===== config.mk =====
export PLATFORM = sky130hd
export DESIGN_NAME = snsr_top
export DESIGN_NICKNAME = d
export VERILOG_FILES = /design/src/snsr_pkg.sv /design/src/snsr_chan_if.sv /design/src/snsr_thr_chan.sv /design/src/snsr_top.sv
export SDC_FILE = /design/constraint.sdc
export NUM_CORES = 1
export LEC_CHECK = 0
export BUFFER_PORTS_ARGS = -buffer_cell sky130_fd_sc_hd__buf_2
export CORE_ASPECT_RATIO = 1.1
export CORE_MARGIN = 1.5
export CORE_UTILIZATION = 66
export DETAILED_ROUTE_END_ITERATION = 8
export PLACE_DENSITY = 0.86
export SYNTH_ARGS = -nofsm -noshare
export SYNTH_HDL_FRONTEND = slang
export SYNTH_SLANG_ARGS = --single-unit
export TNS_END_PERCENT = 1

===== constraint.sdc =====
create_clock -name aclk -period 8.75 [get_ports aclk]
set_input_delay 0.875 -clock aclk [delete_from_list [all_inputs] [get_ports aclk]]
set_output_delay 0.875 -clock aclk [all_outputs]
set_load 0.1 [all_outputs]

===== src/snsr_pkg.sv =====
// shared constants, register map and types of the sensor input front end
package snsr_pkg;
	localparam int CLK_MHZ = 50;
	localparam int TICK_US = 250;
	localparam int TICK_CYC = TICK_US * CLK_MHZ;
	localparam real STAMP_MS = 0.5;
	localparam int STAMP_CYC = int'(STAMP_MS * 1000.0 * CLK_MHZ);
	localparam int US_CYC = CLK_MHZ;
	localparam int TRIG_US = 10;
	localparam int TRIG_CYC = TRIG_US * CLK_MHZ;
	localparam int NCH = 4;
	localparam int NPORT = 2;
	localparam int LINES = 4;
	localparam int ADC_W = 12;
	localparam int CNT_W = 16;
	localparam int MODE_W = 2;
	localparam int PM_W = 2;
	localparam int CM_RANGE_LSB = 8;
	localparam int IRQ_W = 6;
	localparam int PIN_ECHO = 0;
	localparam int PIN_TRIG = 1;
	localparam int PIN_CLK = 0;
	localparam int PIN_DIR = 1;
	localparam logic [ADC_W-1:0] THRESH_RST = 12'h800;
	localparam logic [7:0] REG_CHAN_MODE = 8'h00;
	localparam logic [7:0] REG_PORT_MODE = 8'h04;
	localparam logic [7:0] REG_DIO_DIR = 8'h08;
	localparam logic [7:0] REG_DIO_OUT = 8'h0c;
	localparam logic [7:0] REG_DIO_IN = 8'h10;
	localparam logic [7:0] REG_IRQ_STAT = 8'h14;
	localparam logic [7:0] REG_IRQ_MASK = 8'h18;
	localparam logic [7:0] REG_RANGE_GO = 8'h1c;
	localparam logic [7:0] REG_TIMESTAMP = 8'h20;
	localparam logic [7:0] REG_THRESH = 8'h40;
	localparam logic [7:0] REG_COUNT = 8'h50;
	localparam logic [7:0] REG_EVT_STAMP = 8'h60;
	localparam logic [7:0] REG_UPDN = 8'h70;
	localparam logic [7:0] REG_ECHO = 8'h78;
	localparam logic [7:0] REG_END = 8'h80;
	localparam logic [7:0] CH_SPAN = 8'h10;
	localparam logic [7:0] PORT_SPAN = 8'h08;
	localparam logic [1:0] RESP_OKAY = 2'h0;
	localparam logic [1:0] RESP_SLVERR = 2'h2;
	typedef enum logic [1:0] {
		SNSR_MODE_VOLT = 2'h0,
		SNSR_MODE_COUNT = 2'h1,
		SNSR_MODE_EVENT = 2'h2
	} snsr_mode_t;
	typedef enum logic [1:0] {
		SNSR_PORT_GPIO = 2'h0,
		SNSR_PORT_UPDN = 2'h1,
		SNSR_PORT_RANGE = 2'h2
	} snsr_port_t;
	typedef enum logic [2:0] {
		SNSR_RNG_IDLE = 3'h1,
		SNSR_RNG_TRIG = 3'h2,
		SNSR_RNG_WAIT = 3'h4
	} snsr_rng_t;
endpackage


===== src/snsr_chan_if.sv =====
// carrier between the top and one analog threshold channel
`timescale 1ns/1ps
`default_nettype none
interface snsr_chan_if;
	logic tick;
	logic [snsr_pkg::ADC_W-1:0] sample;
	logic [snsr_pkg::ADC_W-1:0] threshold;
	snsr_pkg::snsr_mode_t mode;
	logic clear;
	logic [snsr_pkg::CNT_W-1:0] tstamp;
	logic [snsr_pkg::CNT_W-1:0] count;
	logic [snsr_pkg::CNT_W-1:0] stamp;
	logic evt;
	modport ctrl (output tick, sample, threshold, mode, clear, tstamp, input count, stamp, evt);
	modport chan (input tick, sample, threshold, mode, clear, tstamp, output count, stamp, evt);
endinterface
`default_nettype wire


===== src/snsr_thr_chan.sv =====
// one analog channel: threshold compare, edge count and event time stamp
`timescale 1ns/1ps
`default_nettype none
module snsr_thr_chan (
	input wire logic aclk,
	input wire logic aresetn,
	input wire logic clk_en,
	snsr_chan_if.chan c
);
	localparam int W = snsr_pkg::CNT_W;
	logic above_ff;
	logic armed_ff;
	logic active;
	logic above;
	logic rise;
	logic [W-1:0] count_ff;
	logic [W-1:0] stamp_ff;
	logic evt_ff;

	always_comb begin
		active = (c.mode == snsr_pkg::SNSR_MODE_COUNT) || (c.mode == snsr_pkg::SNSR_MODE_EVENT);
		above = c.sample > c.threshold;
		rise = c.tick && active && armed_ff && above && !above_ff;
	end

	// first sample after enabling only primes the history: a level already high is not counted
	always_ff @(posedge aclk) begin
		if (!aresetn) begin
			above_ff <= 1'b0;
			armed_ff <= 1'b0;
		end else if (clk_en && c.tick) begin
			above_ff <= above;
			armed_ff <= active;
		end
	end

	// a clear in the same cycle as an edge keeps that edge
	always_ff @(posedge aclk) begin
		if (!aresetn) begin
			count_ff <= '0;
		end else if (clk_en) begin
			if (c.clear) begin
				count_ff <= W'(rise);
			end else if (rise) begin
				count_ff <= count_ff + W'(1);
			end
		end
	end

	always_ff @(posedge aclk) begin
		if (!aresetn) begin
			stamp_ff <= '0;
			evt_ff <= 1'b0;
		end else if (clk_en) begin
			evt_ff <= rise;
			if (rise && c.mode == snsr_pkg::SNSR_MODE_EVENT) begin
				stamp_ff <= c.tstamp;
			end
		end
	end

	assign c.count = count_ff;
	assign c.stamp = stamp_ff;
	assign c.evt = evt_ff;
endmodule
`default_nettype wire


===== src/snsr_top.sv =====
// sensor input front end: axi4-lite registers, analog threshold channels, digital ports
`timescale 1ns/1ps
`default_nettype none
// Operation
// - counter and event channels sample every 250 us and compare with threshold.
// - channel counter keeps up with 2000 symmetrical pulses per second.
// - event mode keeps a 0.5 ms time stamp per event, readable by software.
// - each analog channel selects voltage, counter or event operation.
// - per-channel range select, wide bipolar or low 0-5 V, low after reset.
// - each digital port has four lines, each set as input or output.
// - a digital port can run as up/down counter for direction sensing sensors.
// - ranging drives a trigger out and times the delay until the echo pulse returns.
module snsr_top #(
	parameter int TICK_CYC = snsr_pkg::TICK_CYC,
	parameter int STAMP_CYC = snsr_pkg::STAMP_CYC
) (
	input wire logic aclk,
	input wire logic aresetn,
	input wire logic clk_en,
	input wire logic s_axi_awvalid,
	output logic s_axi_awready,
	input wire logic [7:0] s_axi_awaddr,
	input wire logic s_axi_wvalid,
	output logic s_axi_wready,
	input wire logic [31:0] s_axi_wdata,
	input wire logic [3:0] s_axi_wstrb,
	output logic s_axi_bvalid,
	input wire logic s_axi_bready,
	output logic [1:0] s_axi_bresp,
	input wire logic s_axi_arvalid,
	output logic s_axi_arready,
	input wire logic [7:0] s_axi_araddr,
	output logic s_axi_rvalid,
	input wire logic s_axi_rready,
	output logic [31:0] s_axi_rdata,
	output logic [1:0] s_axi_rresp,
	input wire logic [47:0] adc_wide_data,
	input wire logic [47:0] adc_low_data,
	output logic [3:0] range_wide,
	input wire logic [7:0] dio_in,
	output logic [7:0] dio_out,
	output logic [7:0] dio_oe,
	output logic irq
);
	localparam int NCH = snsr_pkg::NCH;
	localparam int NP = snsr_pkg::NPORT;
	localparam int AW = snsr_pkg::ADC_W;
	localparam int LN = snsr_pkg::LINES;

	logic awready_ff, wready_ff, bvalid_ff, arready_ff, rvalid_ff, irq_ff;
	logic aw_got_ff, w_got_ff;
	logic [7:0] wa;
	logic [31:0] wd;
	logic [3:0] ws;
	logic [1:0] bresp_ff, rresp_ff;
	logic [31:0] rdata_ff;
	logic wr_do, nxt_aw_got, nxt_w_got, nxt_bvalid, nxt_rvalid, aw_hs, w_hs, ar_hs;
	logic [31:0] wnew, wbits;
	logic [15:0] tick_cnt_ff, stamp_div_ff, tstamp_ff;
	logic [7:0] us_div_ff;
	logic tick_ff, us_ff;
	snsr_pkg::snsr_mode_t chan_mode_ff [NCH];
	logic [3:0] range_wide_ff;
	logic [AW-1:0] thresh_ff [NCH];
	snsr_pkg::snsr_port_t port_mode_ff [NP];
	logic [7:0] dio_dir_ff, dio_wr_ff, dio_out_ff, dio_oe_ff, din_prev_ff;
	logic [7:0] nxt_dio_out, nxt_dio_oe;
	logic [snsr_pkg::IRQ_W-1:0] irq_stat_ff, irq_mask_ff;
	logic [15:0] ch_count [NCH];
	logic [15:0] ch_stamp [NCH];
	logic [NCH-1:0] ch_evt, cnt_clr;
	logic [15:0] updn_ff [NP];
	logic [15:0] updn_step [NP];
	logic [15:0] echo_ff [NP];
	logic [15:0] rng_tm_ff [NP];
	snsr_pkg::snsr_rng_t rng_st_ff [NP];
	logic [NP-1:0] updn_clr, rng_go, rng_done, echo_rise;

	function automatic logic blk_hit(input logic [7:0] a, input logic [7:0] base,
		input logic [7:0] len);
		blk_hit = (a >= base) && (a < base + len);
	endfunction

	function automatic logic reg_known(input logic [7:0] a);
		reg_known = (a[1:0] == 2'h0) &&
			((a <= snsr_pkg::REG_TIMESTAMP) || blk_hit(a, snsr_pkg::REG_THRESH,
			snsr_pkg::REG_END - snsr_pkg::REG_THRESH));
	endfunction

	function automatic logic [31:0] merge(input logic [31:0] old, input logic [31:0] d,
		input logic [3:0] strb);
		logic [31:0] m;
		m = {{8{strb[3]}}, {8{strb[2]}}, {8{strb[1]}}, {8{strb[0]}}};
		merge = (old & ~m) | (d & m);
	endfunction

	function automatic logic [31:0] reg_read(input logic [7:0] a);
		logic [31:0] v;
		v = 32'h0;
		if (blk_hit(a, snsr_pkg::REG_THRESH, snsr_pkg::CH_SPAN)) begin
			v = 32'(thresh_ff[a[3:2]]);
		end else if (blk_hit(a, snsr_pkg::REG_COUNT, snsr_pkg::CH_SPAN)) begin
			v = 32'(ch_count[a[3:2]]);
		end else if (blk_hit(a, snsr_pkg::REG_EVT_STAMP, snsr_pkg::CH_SPAN)) begin
			v = 32'(ch_stamp[a[3:2]]);
		end else if (blk_hit(a, snsr_pkg::REG_UPDN, snsr_pkg::PORT_SPAN)) begin
			v = 32'(updn_ff[a[2]]);
		end else if (blk_hit(a, snsr_pkg::REG_ECHO, snsr_pkg::PORT_SPAN)) begin
			v = 32'(echo_ff[a[2]]);
		end else begin
			case (a)
				snsr_pkg::REG_CHAN_MODE: begin
					for (int i = 0; i < NCH; i++) begin
						v[snsr_pkg::MODE_W*i +: snsr_pkg::MODE_W] = chan_mode_ff[i];
						v[snsr_pkg::CM_RANGE_LSB + i] = range_wide_ff[i];
					end
				end
				snsr_pkg::REG_PORT_MODE: begin
					for (int p = 0; p < NP; p++) begin
						v[snsr_pkg::PM_W*p +: snsr_pkg::PM_W] = port_mode_ff[p];
					end
				end
				snsr_pkg::REG_DIO_DIR: v = 32'(dio_dir_ff);
				snsr_pkg::REG_DIO_OUT: v = 32'(dio_wr_ff);
				snsr_pkg::REG_DIO_IN: v = 32'(dio_in);
				snsr_pkg::REG_IRQ_STAT: v = 32'(irq_stat_ff);
				snsr_pkg::REG_IRQ_MASK: v = 32'(irq_mask_ff);
				snsr_pkg::REG_TIMESTAMP: v = 32'(tstamp_ff);
				default: v = 32'h0;
			endcase
		end
		reg_read = v;
	endfunction

	// bus handshake: address and data are caught independently, write runs once both are held
	always_comb begin
		aw_hs = s_axi_awvalid && awready_ff;
		w_hs = s_axi_wvalid && wready_ff;
		ar_hs = s_axi_arvalid && arready_ff;
		wr_do = aw_got_ff && w_got_ff && !bvalid_ff;
		nxt_aw_got = !wr_do && (aw_got_ff || aw_hs);
		nxt_w_got = !wr_do && (w_got_ff || w_hs);
		nxt_bvalid = wr_do || (bvalid_ff && !s_axi_bready);
		nxt_rvalid = ar_hs || (rvalid_ff && !s_axi_rready);
		wnew = merge(reg_read(wa), wd, ws);
		wbits = merge(32'h0, wd, ws);
	end

	always_ff @(posedge aclk) begin
		if (!aresetn) begin
			awready_ff <= 1'b0;
			wready_ff <= 1'b0;
			aw_got_ff <= 1'b0;
			w_got_ff <= 1'b0;
			bvalid_ff <= 1'b0;
			bresp_ff <= snsr_pkg::RESP_OKAY;
			wa <= 8'h00;
			wd <= 32'h0;
			ws <= 4'h0;
		end else if (clk_en) begin
			awready_ff <= !nxt_aw_got && !nxt_bvalid;
			wready_ff <= !nxt_w_got && !nxt_bvalid;
			aw_got_ff <= nxt_aw_got;
			w_got_ff <= nxt_w_got;
			bvalid_ff <= nxt_bvalid;
			if (aw_hs) begin
				wa <= s_axi_awaddr;
			end
			if (w_hs) begin
				wd <= s_axi_wdata;
				ws <= s_axi_wstrb;
			end
			if (wr_do) begin
				bresp_ff <= reg_known(wa) ? snsr_pkg::RESP_OKAY : snsr_pkg::RESP_SLVERR;
			end
		end
	end

	always_ff @(posedge aclk) begin
		if (!aresetn) begin
			arready_ff <= 1'b0;
			rvalid_ff <= 1'b0;
			rdata_ff <= 32'h0;
			rresp_ff <= snsr_pkg::RESP_OKAY;
		end else if (clk_en) begin
			arready_ff <= !nxt_rvalid;
			rvalid_ff <= nxt_rvalid;
			if (ar_hs) begin
				rdata_ff <= reg_known(s_axi_araddr) ? reg_read(s_axi_araddr) : 32'h0;
				rresp_ff <= reg_known(s_axi_araddr) ? snsr_pkg::RESP_OKAY : snsr_pkg::RESP_SLVERR;
			end
		end
	end

	// timebase: sample tick, half-millisecond stamp and microsecond strobe
	always_ff @(posedge aclk) begin
		if (!aresetn) begin
			tick_cnt_ff <= 16'h0000;
			tick_ff <= 1'b0;
			stamp_div_ff <= 16'h0000;
			tstamp_ff <= 16'h0000;
			us_div_ff <= 8'h00;
			us_ff <= 1'b0;
		end else if (clk_en) begin
			tick_ff <= tick_cnt_ff == 16'(TICK_CYC - 1);
			tick_cnt_ff <= (tick_cnt_ff == 16'(TICK_CYC - 1)) ? 16'h0000 : tick_cnt_ff + 16'h0001;
			if (stamp_div_ff == 16'(STAMP_CYC - 1)) begin
				stamp_div_ff <= 16'h0000;
				tstamp_ff <= tstamp_ff + 16'h0001;
			end else begin
				stamp_div_ff <= stamp_div_ff + 16'h0001;
			end
			us_ff <= us_div_ff == 8'(snsr_pkg::US_CYC - 1);
			us_div_ff <= (us_div_ff == 8'(snsr_pkg::US_CYC - 1)) ? 8'h00 : us_div_ff + 8'h01;
		end
	end

	// configuration written by software
	always_ff @(posedge aclk) begin
		if (!aresetn) begin
			for (int i = 0; i < NCH; i++) begin
				chan_mode_ff[i] <= snsr_pkg::SNSR_MODE_VOLT;
				thresh_ff[i] <= snsr_pkg::THRESH_RST;
			end
			for (int p = 0; p < NP; p++) begin
				port_mode_ff[p] <= snsr_pkg::SNSR_PORT_GPIO;
			end
			range_wide_ff <= 4'h0;
			dio_dir_ff <= 8'h00;
			dio_wr_ff <= 8'h00;
			irq_mask_ff <= '0;
		end else if (clk_en && wr_do) begin
			if (wa == snsr_pkg::REG_CHAN_MODE) begin
				for (int i = 0; i < NCH; i++) begin
					chan_mode_ff[i] <= snsr_pkg::snsr_mode_t'(wnew[snsr_pkg::MODE_W*i +: snsr_pkg::MODE_W]);
					range_wide_ff[i] <= wnew[snsr_pkg::CM_RANGE_LSB + i];
				end
			end
			if (wa == snsr_pkg::REG_PORT_MODE) begin
				for (int p = 0; p < NP; p++) begin
					port_mode_ff[p] <= snsr_pkg::snsr_port_t'(wnew[snsr_pkg::PM_W*p +: snsr_pkg::PM_W]);
				end
			end
			if (blk_hit(wa, snsr_pkg::REG_THRESH, snsr_pkg::CH_SPAN)) begin
				thresh_ff[wa[3:2]] <= wnew[AW-1:0];
			end
			if (wa == snsr_pkg::REG_DIO_DIR) begin
				dio_dir_ff <= wnew[7:0];
			end
			if (wa == snsr_pkg::REG_DIO_OUT) begin
				dio_wr_ff <= wnew[7:0];
			end
			if (wa == snsr_pkg::REG_IRQ_MASK) begin
				irq_mask_ff <= wnew[snsr_pkg::IRQ_W-1:0];
			end
		end
	end

	// analog channels; the converter runs freely and the tick picks the sample
	snsr_chan_if ch_if [NCH] ();
	for (genvar g = 0; g < NCH; g++) begin : g_ch
		assign cnt_clr[g] = wr_do && blk_hit(wa, snsr_pkg::REG_COUNT, snsr_pkg::CH_SPAN) &&
			(wa[3:2] == 2'(g));
		assign ch_if[g].tick = tick_ff;
		assign ch_if[g].sample = range_wide_ff[g] ? adc_wide_data[AW*g +: AW] :
			adc_low_data[AW*g +: AW];
		assign ch_if[g].threshold = thresh_ff[g];
		assign ch_if[g].mode = chan_mode_ff[g];
		assign ch_if[g].clear = cnt_clr[g];
		assign ch_if[g].tstamp = tstamp_ff;
		assign ch_count[g] = ch_if[g].count;
		assign ch_stamp[g] = ch_if[g].stamp;
		assign ch_evt[g] = ch_if[g].evt;
		snsr_thr_chan u_chan (
			.aclk(aclk),
			.aresetn(aresetn),
			.clk_en(clk_en),
			.c(ch_if[g])
		);
	end

	// digital port pin control and per-port event decode
	always_comb begin
		nxt_dio_oe = dio_dir_ff;
		nxt_dio_out = dio_wr_ff;
		for (int p = 0; p < NP; p++) begin
			echo_rise[p] = dio_in[LN*p + snsr_pkg::PIN_ECHO] && !din_prev_ff[LN*p + snsr_pkg::PIN_ECHO];
			updn_clr[p] = wr_do && blk_hit(wa, snsr_pkg::REG_UPDN, snsr_pkg::PORT_SPAN) &&
				(wa[2] == 1'(p));
			rng_go[p] = wr_do && (wa == snsr_pkg::REG_RANGE_GO) && wbits[p] &&
				(port_mode_ff[p] == snsr_pkg::SNSR_PORT_RANGE);
			rng_done[p] = (rng_st_ff[p] == snsr_pkg::SNSR_RNG_WAIT) &&
				(port_mode_ff[p] == snsr_pkg::SNSR_PORT_RANGE) &&
				(echo_rise[p] || rng_tm_ff[p] == 16'hffff);
			updn_step[p] = 16'h0000;
			if (port_mode_ff[p] == snsr_pkg::SNSR_PORT_UPDN) begin
				nxt_dio_oe[LN*p + snsr_pkg::PIN_CLK] = 1'b0;
				nxt_dio_oe[LN*p + snsr_pkg::PIN_DIR] = 1'b0;
				if (dio_in[LN*p + snsr_pkg::PIN_CLK] && !din_prev_ff[LN*p + snsr_pkg::PIN_CLK]) begin
					updn_step[p] = dio_in[LN*p + snsr_pkg::PIN_DIR] ? 16'h0001 : 16'hffff;
				end
			end else if (port_mode_ff[p] == snsr_pkg::SNSR_PORT_RANGE) begin
				nxt_dio_oe[LN*p + snsr_pkg::PIN_ECHO] = 1'b0;
				nxt_dio_oe[LN*p + snsr_pkg::PIN_TRIG] = 1'b1;
				nxt_dio_out[LN*p + snsr_pkg::PIN_TRIG] = rng_st_ff[p] == snsr_pkg::SNSR_RNG_TRIG;
			end
		end
	end

	always_ff @(posedge aclk) begin
		if (!aresetn) begin
			dio_out_ff <= 8'h00;
			dio_oe_ff <= 8'h00;
			din_prev_ff <= 8'h00;
		end else if (clk_en) begin
			dio_out_ff <= nxt_dio_out;
			dio_oe_ff <= nxt_dio_oe;
			din_prev_ff <= dio_in;
		end
	end

	// a clear that meets a count edge keeps the edge
	always_ff @(posedge aclk) begin
		if (!aresetn) begin
			for (int p = 0; p < NP; p++) begin
				updn_ff[p] <= 16'h0000;
			end
		end else if (clk_en) begin
			for (int p = 0; p < NP; p++) begin
				updn_ff[p] <= (updn_clr[p] ? 16'h0000 : updn_ff[p]) + updn_step[p];
			end
		end
	end

	// ranging: trigger pulse, then echo delay in microseconds, saturating when nothing returns
	always_ff @(posedge aclk) begin
		if (!aresetn) begin
			for (int p = 0; p < NP; p++) begin
				rng_st_ff[p] <= snsr_pkg::SNSR_RNG_IDLE;
				rng_tm_ff[p] <= 16'h0000;
				echo_ff[p] <= 16'h0000;
			end
		end else if (clk_en) begin
			for (int p = 0; p < NP; p++) begin
				case (rng_st_ff[p])
					snsr_pkg::SNSR_RNG_IDLE: begin
						if (rng_go[p]) begin
							rng_st_ff[p] <= snsr_pkg::SNSR_RNG_TRIG;
							rng_tm_ff[p] <= 16'h0000;
						end
					end
					snsr_pkg::SNSR_RNG_TRIG: begin
						rng_tm_ff[p] <= rng_tm_ff[p] + 16'h0001;
						if (rng_tm_ff[p] == 16'(snsr_pkg::TRIG_CYC - 1)) begin
							rng_st_ff[p] <= snsr_pkg::SNSR_RNG_WAIT;
							rng_tm_ff[p] <= 16'h0000;
						end
					end
					snsr_pkg::SNSR_RNG_WAIT: begin
						if (us_ff && rng_tm_ff[p] != 16'hffff) begin
							rng_tm_ff[p] <= rng_tm_ff[p] + 16'h0001;
						end
						if (rng_done[p]) begin
							echo_ff[p] <= rng_tm_ff[p];
							rng_st_ff[p] <= snsr_pkg::SNSR_RNG_IDLE;
						end
					end
					default: rng_st_ff[p] <= snsr_pkg::SNSR_RNG_IDLE;
				endcase
				if (port_mode_ff[p] != snsr_pkg::SNSR_PORT_RANGE) begin
					rng_st_ff[p] <= snsr_pkg::SNSR_RNG_IDLE;
				end
			end
		end
	end

	// sticky status: a new event beats a write-one clear in the same cycle
	always_ff @(posedge aclk) begin
		if (!aresetn) begin
			irq_stat_ff <= '0;
			irq_ff <= 1'b0;
		end else if (clk_en) begin
			irq_stat_ff <= (irq_stat_ff & ~((wr_do && wa == snsr_pkg::REG_IRQ_STAT) ?
				wbits[snsr_pkg::IRQ_W-1:0] : '0)) | {rng_done, ch_evt};
			irq_ff <= |(irq_stat_ff & irq_mask_ff);
		end
	end

	assign s_axi_awready = awready_ff;
	assign s_axi_wready = wready_ff;
	assign s_axi_bvalid = bvalid_ff;
	assign s_axi_bresp = bresp_ff;
	assign s_axi_arready = arready_ff;
	assign s_axi_rvalid = rvalid_ff;
	assign s_axi_rdata = rdata_ff;
	assign s_axi_rresp = rresp_ff;
	assign range_wide = range_wide_ff;
	assign dio_out = dio_out_ff;
	assign dio_oe = dio_oe_ff;
	assign irq = irq_ff;
endmodule
`default_nettype wire


# Word level (Yosys, flattened, before mapping)
# Memory sizes are Yosys's and may differ from the RTL's. A register that Yosys moved wholly into a read port is not among the register bits.
# Index checks and enable logic that the tools add are counted.
# totals
ff_bits	317
ram_bits	162
input_bits	164
output_inout_bits	62
word_cells	485
mem_count	7
# op_classes
n_addsub	12
magnitude_cmp	28
n_eq_ne	47
n_mux	179
n_bitwise	39
n_reduce_logical	125
# memory_table
name	words	word_bits	rd	rd_ports_with_merged_regs	wr	line_no	text
thresh_ff	4	12	6	1	4	snsr_top.sv:64	logic [AW-1:0] thresh_ff [NCH];
echo_ff	2	16	2	1	2	snsr_top.sv:74	logic [15:0] echo_ff [NP];
rng_tm_ff	2	16	2	0	2	snsr_top.sv:75	logic [15:0] rng_tm_ff [NP];
updn_ff	2	16	4	1	2	snsr_top.sv:72	logic [15:0] updn_ff [NP];
chan_mode_ff	4	2	4	0	4	snsr_top.sv:62	snsr_pkg::snsr_mode_t chan_mode_ff [NCH];
rng_st_ff	2	3	2	0	2	snsr_top.sv:76	snsr_pkg::snsr_rng_t rng_st_ff [NP];
1 more memories	--	--	--	--	--	--	
# ops
cell	n
$mux 16	39
$mux 12	14
$add 16x1->16 const B	9
$bmux 16 s2	4
$pmux 8 s7	2
$mux 1	89
$ge 8x7->1 const B	10
$logic_and 1x1->1	69
$lt 8x7->1 const B	8
$pmux 4 s8	2
$eq 8x5->1 const B	7
$gt 12x12->1	4
$reduce_and 2->1	17
$add 16x16->16	2
$eq 16x16->1 const B	2
$eq 16x9->1 const B	2
$eq 8x4->1 const B	4
$mux 32	1
$ne 16x16->1 const B	2
$mux 2	15
$mux 3	10
$or 1x1->1	28
$and 12x12->12	2
$eq 8x6->1 const B	3
other kinds (31)	85

# Longest topological paths before layout
# Gate-level depths: netlist of run 1.
# depth
word_depth	15
ltp_mapped	15

# Cells and area by module
# Synthesis of run 1 repeated with hierarchy kept, for this count alone.
# hier_totals
hier_cells	2990
hier_area_um2	27909.3
# by_module_without_submodules
module	n_inst	cells_per_inst	area_each_um2	seq_area_each_um2
snsr_top	1	2050	19991.7	8037.7
snsr_thr_chan	4	235	1979.4	700.7

# Least setup slack after synthesis of run 1
# No wires, ideal clock.
# synth_timing
path_type	input -> register
startpoint	in dio_in[4]
endpoint	mem updn_ff[1][15] (data pin)
arrival_time_ns	4.015
required_time_ns	8.615
slack_ns	4.600
path_stages	9
path_buffers	0
cell_sequence	nand2b_1 -> nor3_1 -> ha_1 -> a211oi_1 -> o21ai_0 -> and2_1 -> a21o_1 -> or4b_2 -> nand3_1
# synth_rtl
element	line_no	text
start: declaration	snsr_top.sv:40	input wire logic [7:0] dio_in,
end: declaration	snsr_top.sv:72	

==> impl_metrics.py, run 1 <==
metrics = {
    "run_status": {
        "status": "finished clean",
    },
    "synth": {
        "yosysTopAreaCell": "dfxtp_1",
        "yosys-top-cells-area": "dfxtp_1 (22%), edfxtp_1 (18%), mux4_2 (6.8%)",
        "yosys.area.top_type_share_pct": 21.9,
        "ys_types": 91,
        "synthCells": 2936,
        "netlist_area_um2": 27500,
        "synth.most_common_cell": "nor2_1",
        "ys_ff_latch": 461,
        "synth_commonest_cells": "nor2_1 (308), dfxtp_1 (300), nand2_1 (294)",
        "ys.flop_type": "dfxtp_1",
        "yosysWarnings": 0,
        "async_reset_ff_share_pct": 0,
        "synth_edf_count": 161,
        "avgSynthCellArea_um2": 9.36,
        "ys_seq_area_share_pct": 39.4,
    },
    "worst_setup_path": {
        "crit_path_start_kind": "flip-flop",
        "worst_ep_arrival_time_ps": 4690,
        "worstPathMaxFanout": 24,
        "crit_family": "buffers and inverters",
        "cp_common_cell": "buf_4",
        "required_ps": 9070,
        "critPathKind": "reg -> reg",
        "path_cells": "buf_4 > buf_4 > inv_1 > nand2b_1 > nor3_1 > buf_4 > nor2b_1 > ha_1 > inv_1 > fa_1 > nor2b_1 > o31a_1 > o211ai_1 > a31oi_1 > o21a_1 > nor3_1",
        "cp_slowest_cell": "buf_4",
        "critPathCaptureType": "flip-flop",
        "critPathMaxStageDelay_ps": 450,
        "critical_path_buf_inv_count": 5,
    },
    "global_route": {
        "grt_max_degree": 76,
        "met1_usage_pct": 54.5,
        "first_global_vias": 23800,
        "grt_remaining_overflow": 0,
        "use_met3_pct": 9.64,
        "grt.met2_usage_pct": 68.9,
        "grt_pass1_wl_um": 142000,
        "grt_use_total_pct": 44.0,
        "busiest_layer": "met2",
        "antenna_found_initial": 2,
    },
    "power_and_ir_drop": {
        "intPower_w": 0.00359,
        "comb_power_share_pct": 10.1,
        "power.density_nw_per_um2": 162,
        "vdd_ir_drop_max_v": 0.000197,
        "p_leak_nw": 11.3,
        "seqPwrFrac_pct": 47.2,
        "power.switching_w": 0.00129,
        "fin_total_pwr_w": 0.00488,
        "swShare_pct": 26.4,
        "clkPwrFrac_pct": 42.7,
    },
    "cts": {
        "cts_resized": 0,
        "cts_buffers": 48,
        "clk_latency_ps": 610,
        "clk_pin_slew_worst_paths_ps": 60,
        "cts_setup_buffers": 0,
        "clock_sinks": 461,
        "cts_tree": "done",
        "clockBufferDepth": 3,
        "cts_hold_buf": 0,
        "root_buffer": "clkbuf_16",
        "h-tree-depth": 2,
    },
    "finish": {
        "area_delta_synth_final_pct": 10.0,
        "fillers": 3037,
        "layout-drive-gt1-share_pct": 16.5,
        "multi_input_area_um2": 15500,
        "layout.nets": 3294,
        "ff_latch_area_um2": 10800,
    },
    "floorplanning": {
        "dieArea_um2": 42900,
        "initial_core_util_pct": 66.7,
        "core_region_area_um2": 41200,
        "placementRows": 78,
        "die_h_um": 217,
        "io_pins": 226,
        "chipWidth_um": 198,
    },
    "detailed_routing": {
        "dr_total_vias": 25300,
        "wl_per_cell_um": 26.1,
        "ant_nets": 0,
        "drt-initial-drc-count": 3282,
        "viasPerCell": 6.96,
        "firstDrtPassIters": 6,
        "drc": 0,
        "routed_wl_um": 94900,
    },
    "min_path": {
        "hp-class": "reg -> reg",
    },
    "timing": {
        "slew_headroom_pct": 8.17,
        "min_period_ps": 4370,
        "maxSlewViolCount": 0,
        "fin_setup_tns_ps": 0,
        "setup_viol": 0,
        "max_freq_mhz": 229,
        "rsz0062_at_grt": "false",
        "finalHoldViolCount": 0,
        "max_slew.worst_pin.slew_ps": 1370,
        "clock_skew_ps": 26.1,
        "min_period_over_period_pct": 50.0,
    },
    "placed_design": {
        "gp_congestion": 1.00,
        "post-dp-hpwl_um": 70000,
        "port_buffers": 185,
    },
    "job": {
        "cap_viol_max_count": 0,
    },
}
-- area by class of cell --
cell class	count	area share [%]
timing repair buffer	228	4.15
multi-input combinational	2198	51.2
clock buffer	61	4.44
antenna	1	0.00828
inverter	98	1.22
clock inverter	26	0.757
tap	560	2.32
sequential	461	35.9
-- power by group through the flow --
stage	Sequential, W	Combinational (W)	Clock (W)
finish	0.00231	0.000492	0.00209
detailed placement	0.00235	0.000473	0
CTS	0.00230	0.000477	0.00208
floorplan	0.00235	0.000312	0
global route	0.00231	0.000519	0.00216
global placement	0.00235	0.000461	0
-- worst register-to-register path: cells and delay by family, from the launching register on --
family                     cells  cell delay (ps)
and+or+nand+nor                5              990
adders and majority gates      2              590
AOI/OAI and AO/OA              4              910
buffers and inverters          5             1280
DFF                            1              310
-- layer usage --
metal  routed length [µm]  share of wire [%]
met1                33200                 35
met2                42100                 44
met3                11600                 12
met4                 7970                8.4
met5                   13              0.014
-- per-stage QoR --
stage          instances  instance area (µm²)  utilization [%]  setup slack, ps  hold slack, ps
2_1_floorplan       2953                27500                -             4600             435
3_3_place_gp        3545                28700             69.6             4540             435
3_5_place_dp        3545                28700             69.6             4480             444
4_1_cts             3632                30200             73.4             4540             459
5_1_grt             3632                30200             73.4             4160             471
6_report            3633                30200             73.4             4380             456
-- cell usage in the layout (no fill, tap or decap), types with 14 or more instances in the layout --
cell type and instances:
mux4_2 83, mux2i_1 115, xnor2_1 32, buf_2 182, and3_1 37, nand2b_1 30, o21ai_0 110, edfxtp_1 161
clkbuf_16 49, o2111ai_1 14, nor3_1 60, nand4_1 50, inv_1 95, a22oi_1 38, mux2_2 61, nand3_1 121
buf_4 46, nand2_1 294, nor2_1 308, a21oi_1 139, a21o_1 16, conb_1 18, or3_1 31, a221oi_1 19
xor2_1 60, and2_1 46, nor4_1 19, o22ai_1 23, o211ai_1 24, ha_1 93, a22o_1 20, a211oi_1 33
a31oi_1 21, nand3b_1 16, nor2b_1 48, dfxtp_1 298, a2111o_1 15, clkinv_2 15
-- state kept, by name, indices dropped and copies added, names as in the netlist, 8 cells and up, named ones only --
| register | count |
|---|---|
| tick_cnt_ff | 16 |
| wa | 8 |
| updn_ff | 32 |
| wd | 12 |
| g_ch.u_chan.c.count | 64 |
| dio_dir_ff | 8 |
| ch_if.tstamp | 16 |
| dio_wr_ff | 8 |
| s_axi_rdata | 16 |
| thresh_ff | 48 |
| us_div_ff | 8 |
| dio_oe | 8 |
| rng_tm_ff | 32 |
| dio_out | 8 |
| chan_mode_ff | 8 |
| echo_ff | 32 |
| stamp_div_ff | 16 |
| g_ch.u_chan.c.stamp | 64 |
-- logic make-up after synthesis --
| kind of cell | share of synthesized area [%] |
|---|---|
| and+or+nand+nor | 20.5 |
| AOI/OAI and AO/OA | 14.5 |
| DFF | 39.4 |
| buffers and inverters | 4.59 |
| muxes | 13.6 |
| adders and majority gates | 4.38 |
| xor gates and xnor gates | 2.93 |
| other | 0.0136 |
-- path summary, 6_finish.rpt --
check             cells after the start       startpoint               to  slack [ps]
setup / recovery                     16            wa[3]   updn_ff[0][12]        4380
hold / removal                        2  s_axi_rdata[11]  s_axi_rdata[11]         460
setup reg to reg                     16            wa[3]   updn_ff[0][12]        4380
hold reg to reg                       2  s_axi_rdata[11]  s_axi_rdata[11]         460
Note: power is estimated with default switching activity, not from simulation.
==> run 2, diff against run 1 <==
--- a/config.mk
+++ b/config.mk
@@ -8,9 +8,9 @@
 export BUFFER_PORTS_ARGS = -buffer_cell sky130_fd_sc_hd__buf_2
 export CORE_ASPECT_RATIO = 1.1
 export CORE_MARGIN = 1.5
-export CORE_UTILIZATION = 66
+export CORE_UTILIZATION = 55
 export DETAILED_ROUTE_END_ITERATION = 8
-export PLACE_DENSITY = 0.86
+export PLACE_DENSITY = 0.76
 export SYNTH_ARGS = -nofsm -noshare
 export SYNTH_HDL_FRONTEND = slang
 export SYNTH_SLANG_ARGS = --single-unit
==> constraint.sdc (replaced) <==
create_clock -name aclk -period 3.6 [get_ports aclk]
set_input_delay 0.36 -clock aclk [delete_from_list [all_inputs] [get_ports aclk]]
set_output_delay 0.36 -clock aclk [all_outputs]
set_load 0.1 [all_outputs]
==> run 2 against run 1 <==
Compared with the run above:
- first-iteration DRC count decreased by 6.1%
- clock skew increased by 3.6 ps
- sequential power increased by 140%
- via count fell by 0.31%
- clock power grew 140%
- final cell count up 5.0%
- routed wire length rose by 3.5%
- register-to-register slack got worse by 4200 ps
==> impl_metrics.py, run 2 (synthesis gave the netlist of run 1 again) <==
metrics = {
    "run_status": {
        "status": "finished clean",
    },
    "finish": {
        "multi_input_area_um2": 15500,
        "ff_latch_area_um2": 10800,
        "final_cell_mix": "nor2_1 (308), nand2_1 (294), dfxtp_1 (293), buf_2 (182), edfxtp_1 (161)",
        "fillers": 4117,
        "mostFrequentLayoutCell": "nor2_1",
        "area_delta_synth_final_pct": 13.2,
        "layout-drive-gt1-share_pct": 18.3,
        "final_area_um2": 31100,
        "layout.nets": 3380,
        "stdcell_count": 3813,
    },
    "detailed_routing": {
        "drt-initial-drc-count": 3083,
        "viasPerCell": 6.61,
        "wl_per_cell_um": 25.8,
        "ant_nets": 0,
        "drc": 0,
        "routed_wl_um": 98200,
        "dr_total_vias": 25200,
        "firstDrtPassIters": 6,
    },
    "timing": {
        "min_period_ps": 3450,
        "rsz0062_at_grt": "false",
        "slew_headroom_pct": 33.3,
        "setup_viol": 0,
        "finalWorstSetupSlack_ps": 148,
        "max_freq_mhz": 290,
        "clock_skew_ps": 29.7,
        "finalHoldViolCount": 0,
        "fin_setup_tns_ps": 0,
        "maxSlewViolCount": 0,
        "min_period_over_period_pct": 95.9,
        "max_slew.worst_pin.slew_ps": 975,
    },
    "placed_design": {
        "placed_area_um2": 29400,
        "gp_congestion": 1.02,
        "port_buffers": 185,
        "placed_cells": 3713,
        "post-dp-hpwl_um": 74000,
        "pre_cts_ws_ps": 59.5,
    },
    "cts": {
        "clk_latency_ps": 630,
        "root_buffer": "clkbuf_16",
        "cts_buffers": 49,
        "clock_sinks": 461,
        "clockBufferDepth": 3,
        "cts_tree": "done",
        "h-tree-depth": 2,
        "clk_pin_slew_worst_paths_ps": 70,
    },
    "global_route": {
        "first_global_vias": 24000,
        "grt_pass1_wl_um": 146000,
        "grt_use_total_pct": 37.6,
        "antenna_found_initial": 1,
        "grt_remaining_overflow": 0,
        "grt_max_degree": 116,
    },
    "floorplanning": {
        "placementRows": 85,
        "io_pins": 226,
        "chipWidth_um": 216,
        "die_h_um": 237,
        "initial_core_util_pct": 55.9,
        "core_region_area_um2": 49100,
        "dieArea_um2": 51300,
    },
    "power_and_ir_drop": {
        "power.density_nw_per_um2": 384,
        "p_leak_nw": 11.7,
        "vdd_ir_drop_max_v": 0.000321,
    },
    "worst_setup_path": {
        "worst_ep_arrival_time_ps": 3790,
        "worstPathMaxFanout": 43,
        "critPathKind": "reg -> reg",
        "crit_path_start_kind": "flip-flop",
        "required_ps": 3940,
        "critPathCaptureType": "flip-flop",
    },
    "job": {
        "cap_viol_max_count": 0,
    },
    "min_path": {
        "hp-class": "in -> reg",
    },
}
-- run 2: cell count changes in the layout (fill, tap and decap cells not counted), moves of 3 or more --
cell           change
dfxtp_2            +5
clkbuf_1          +12
buf_12             +7
dlygate4sd3_1      +7
inv_6              +3
inv_4              -3
buf_4             +70
clkinv_2           -8
dfxtp_1            -5
-- run 2: area by class of cell --
cell class / instances / share of cell area (%)
antenna: 2 / 0.0161
sequential: 461 / 34.9
timing repair buffer: 313 / 6.44
clock buffer: 73 / 4.56
clock inverter: 16 / 0.450
inverter: 98 / 1.19
tap: 652 / 2.62
multi-input combinational: 2198 / 49.9
-- run 2: layer usage --
metal | vias to the layer above | track usage, % | part of all wire, %
met5 | - | 0 | 0
li1 | 11200 | - | -
met2 | 1509 | 60.6 | 46
met1 | 12100 | 46.7 | 37
met3 | 324 | 6.42 | 10
met4 | 0 | 24.1 | 7.4
-- run 2: power breakdown --
part           switching [W]  total (W)  internal (W)
clock network        0.00221    0.00508       0.00287
registers           0.000114    0.00560       0.00548
logic               0.000833    0.00126      0.000430
total                0.00315     0.0119       0.00878
-- run 2: worst paths after layout --
kind,start,end,slack [ps],cells past startpoint
setup / recovery,wa[3],thresh_ff[3][1],150,9
hold / removal,s_axi_awaddr[1],wa[1],9,3
setup reg to reg,wa[3],thresh_ff[3][1],150,9
hold reg to reg,g_ch[1].u_chan.c.stamp[12],g_ch[1].u_chan.c.stamp[12],460,2
-- run 2: what timing repair did --
item | CTS | global route
buffers inserted | 0 | 2
pin swaps | 0 | 1
endpoints found under the setup margin | 1 | 7
resized for setup | 2 | 4
endpoints found under the hold margin | 7 | 0
hold buffers | 7 | 0
-- run 2: per-stage QoR --
stage,total power (W),utilization [%],hold slack (ps)
after CTS,0.0119,63.3,1.76
after global placement,0.00689,59.9,444
final,0.0119,63.3,9.44
after floorplan,0.00646,-,435
after global routing,0.0122,63.3,17.0
after detailed placement,0.00692,59.9,452
-- run 2: critical path: stages (launching register included) --
cell       delay (ps)
dfxtp_2           410
buf_12            300
mux4_1            490
and2_1            230
a2111oi_0         770
buf_4             230
nor4b_1           230
o31a_1            250
buf_12            160
nor2_1             50
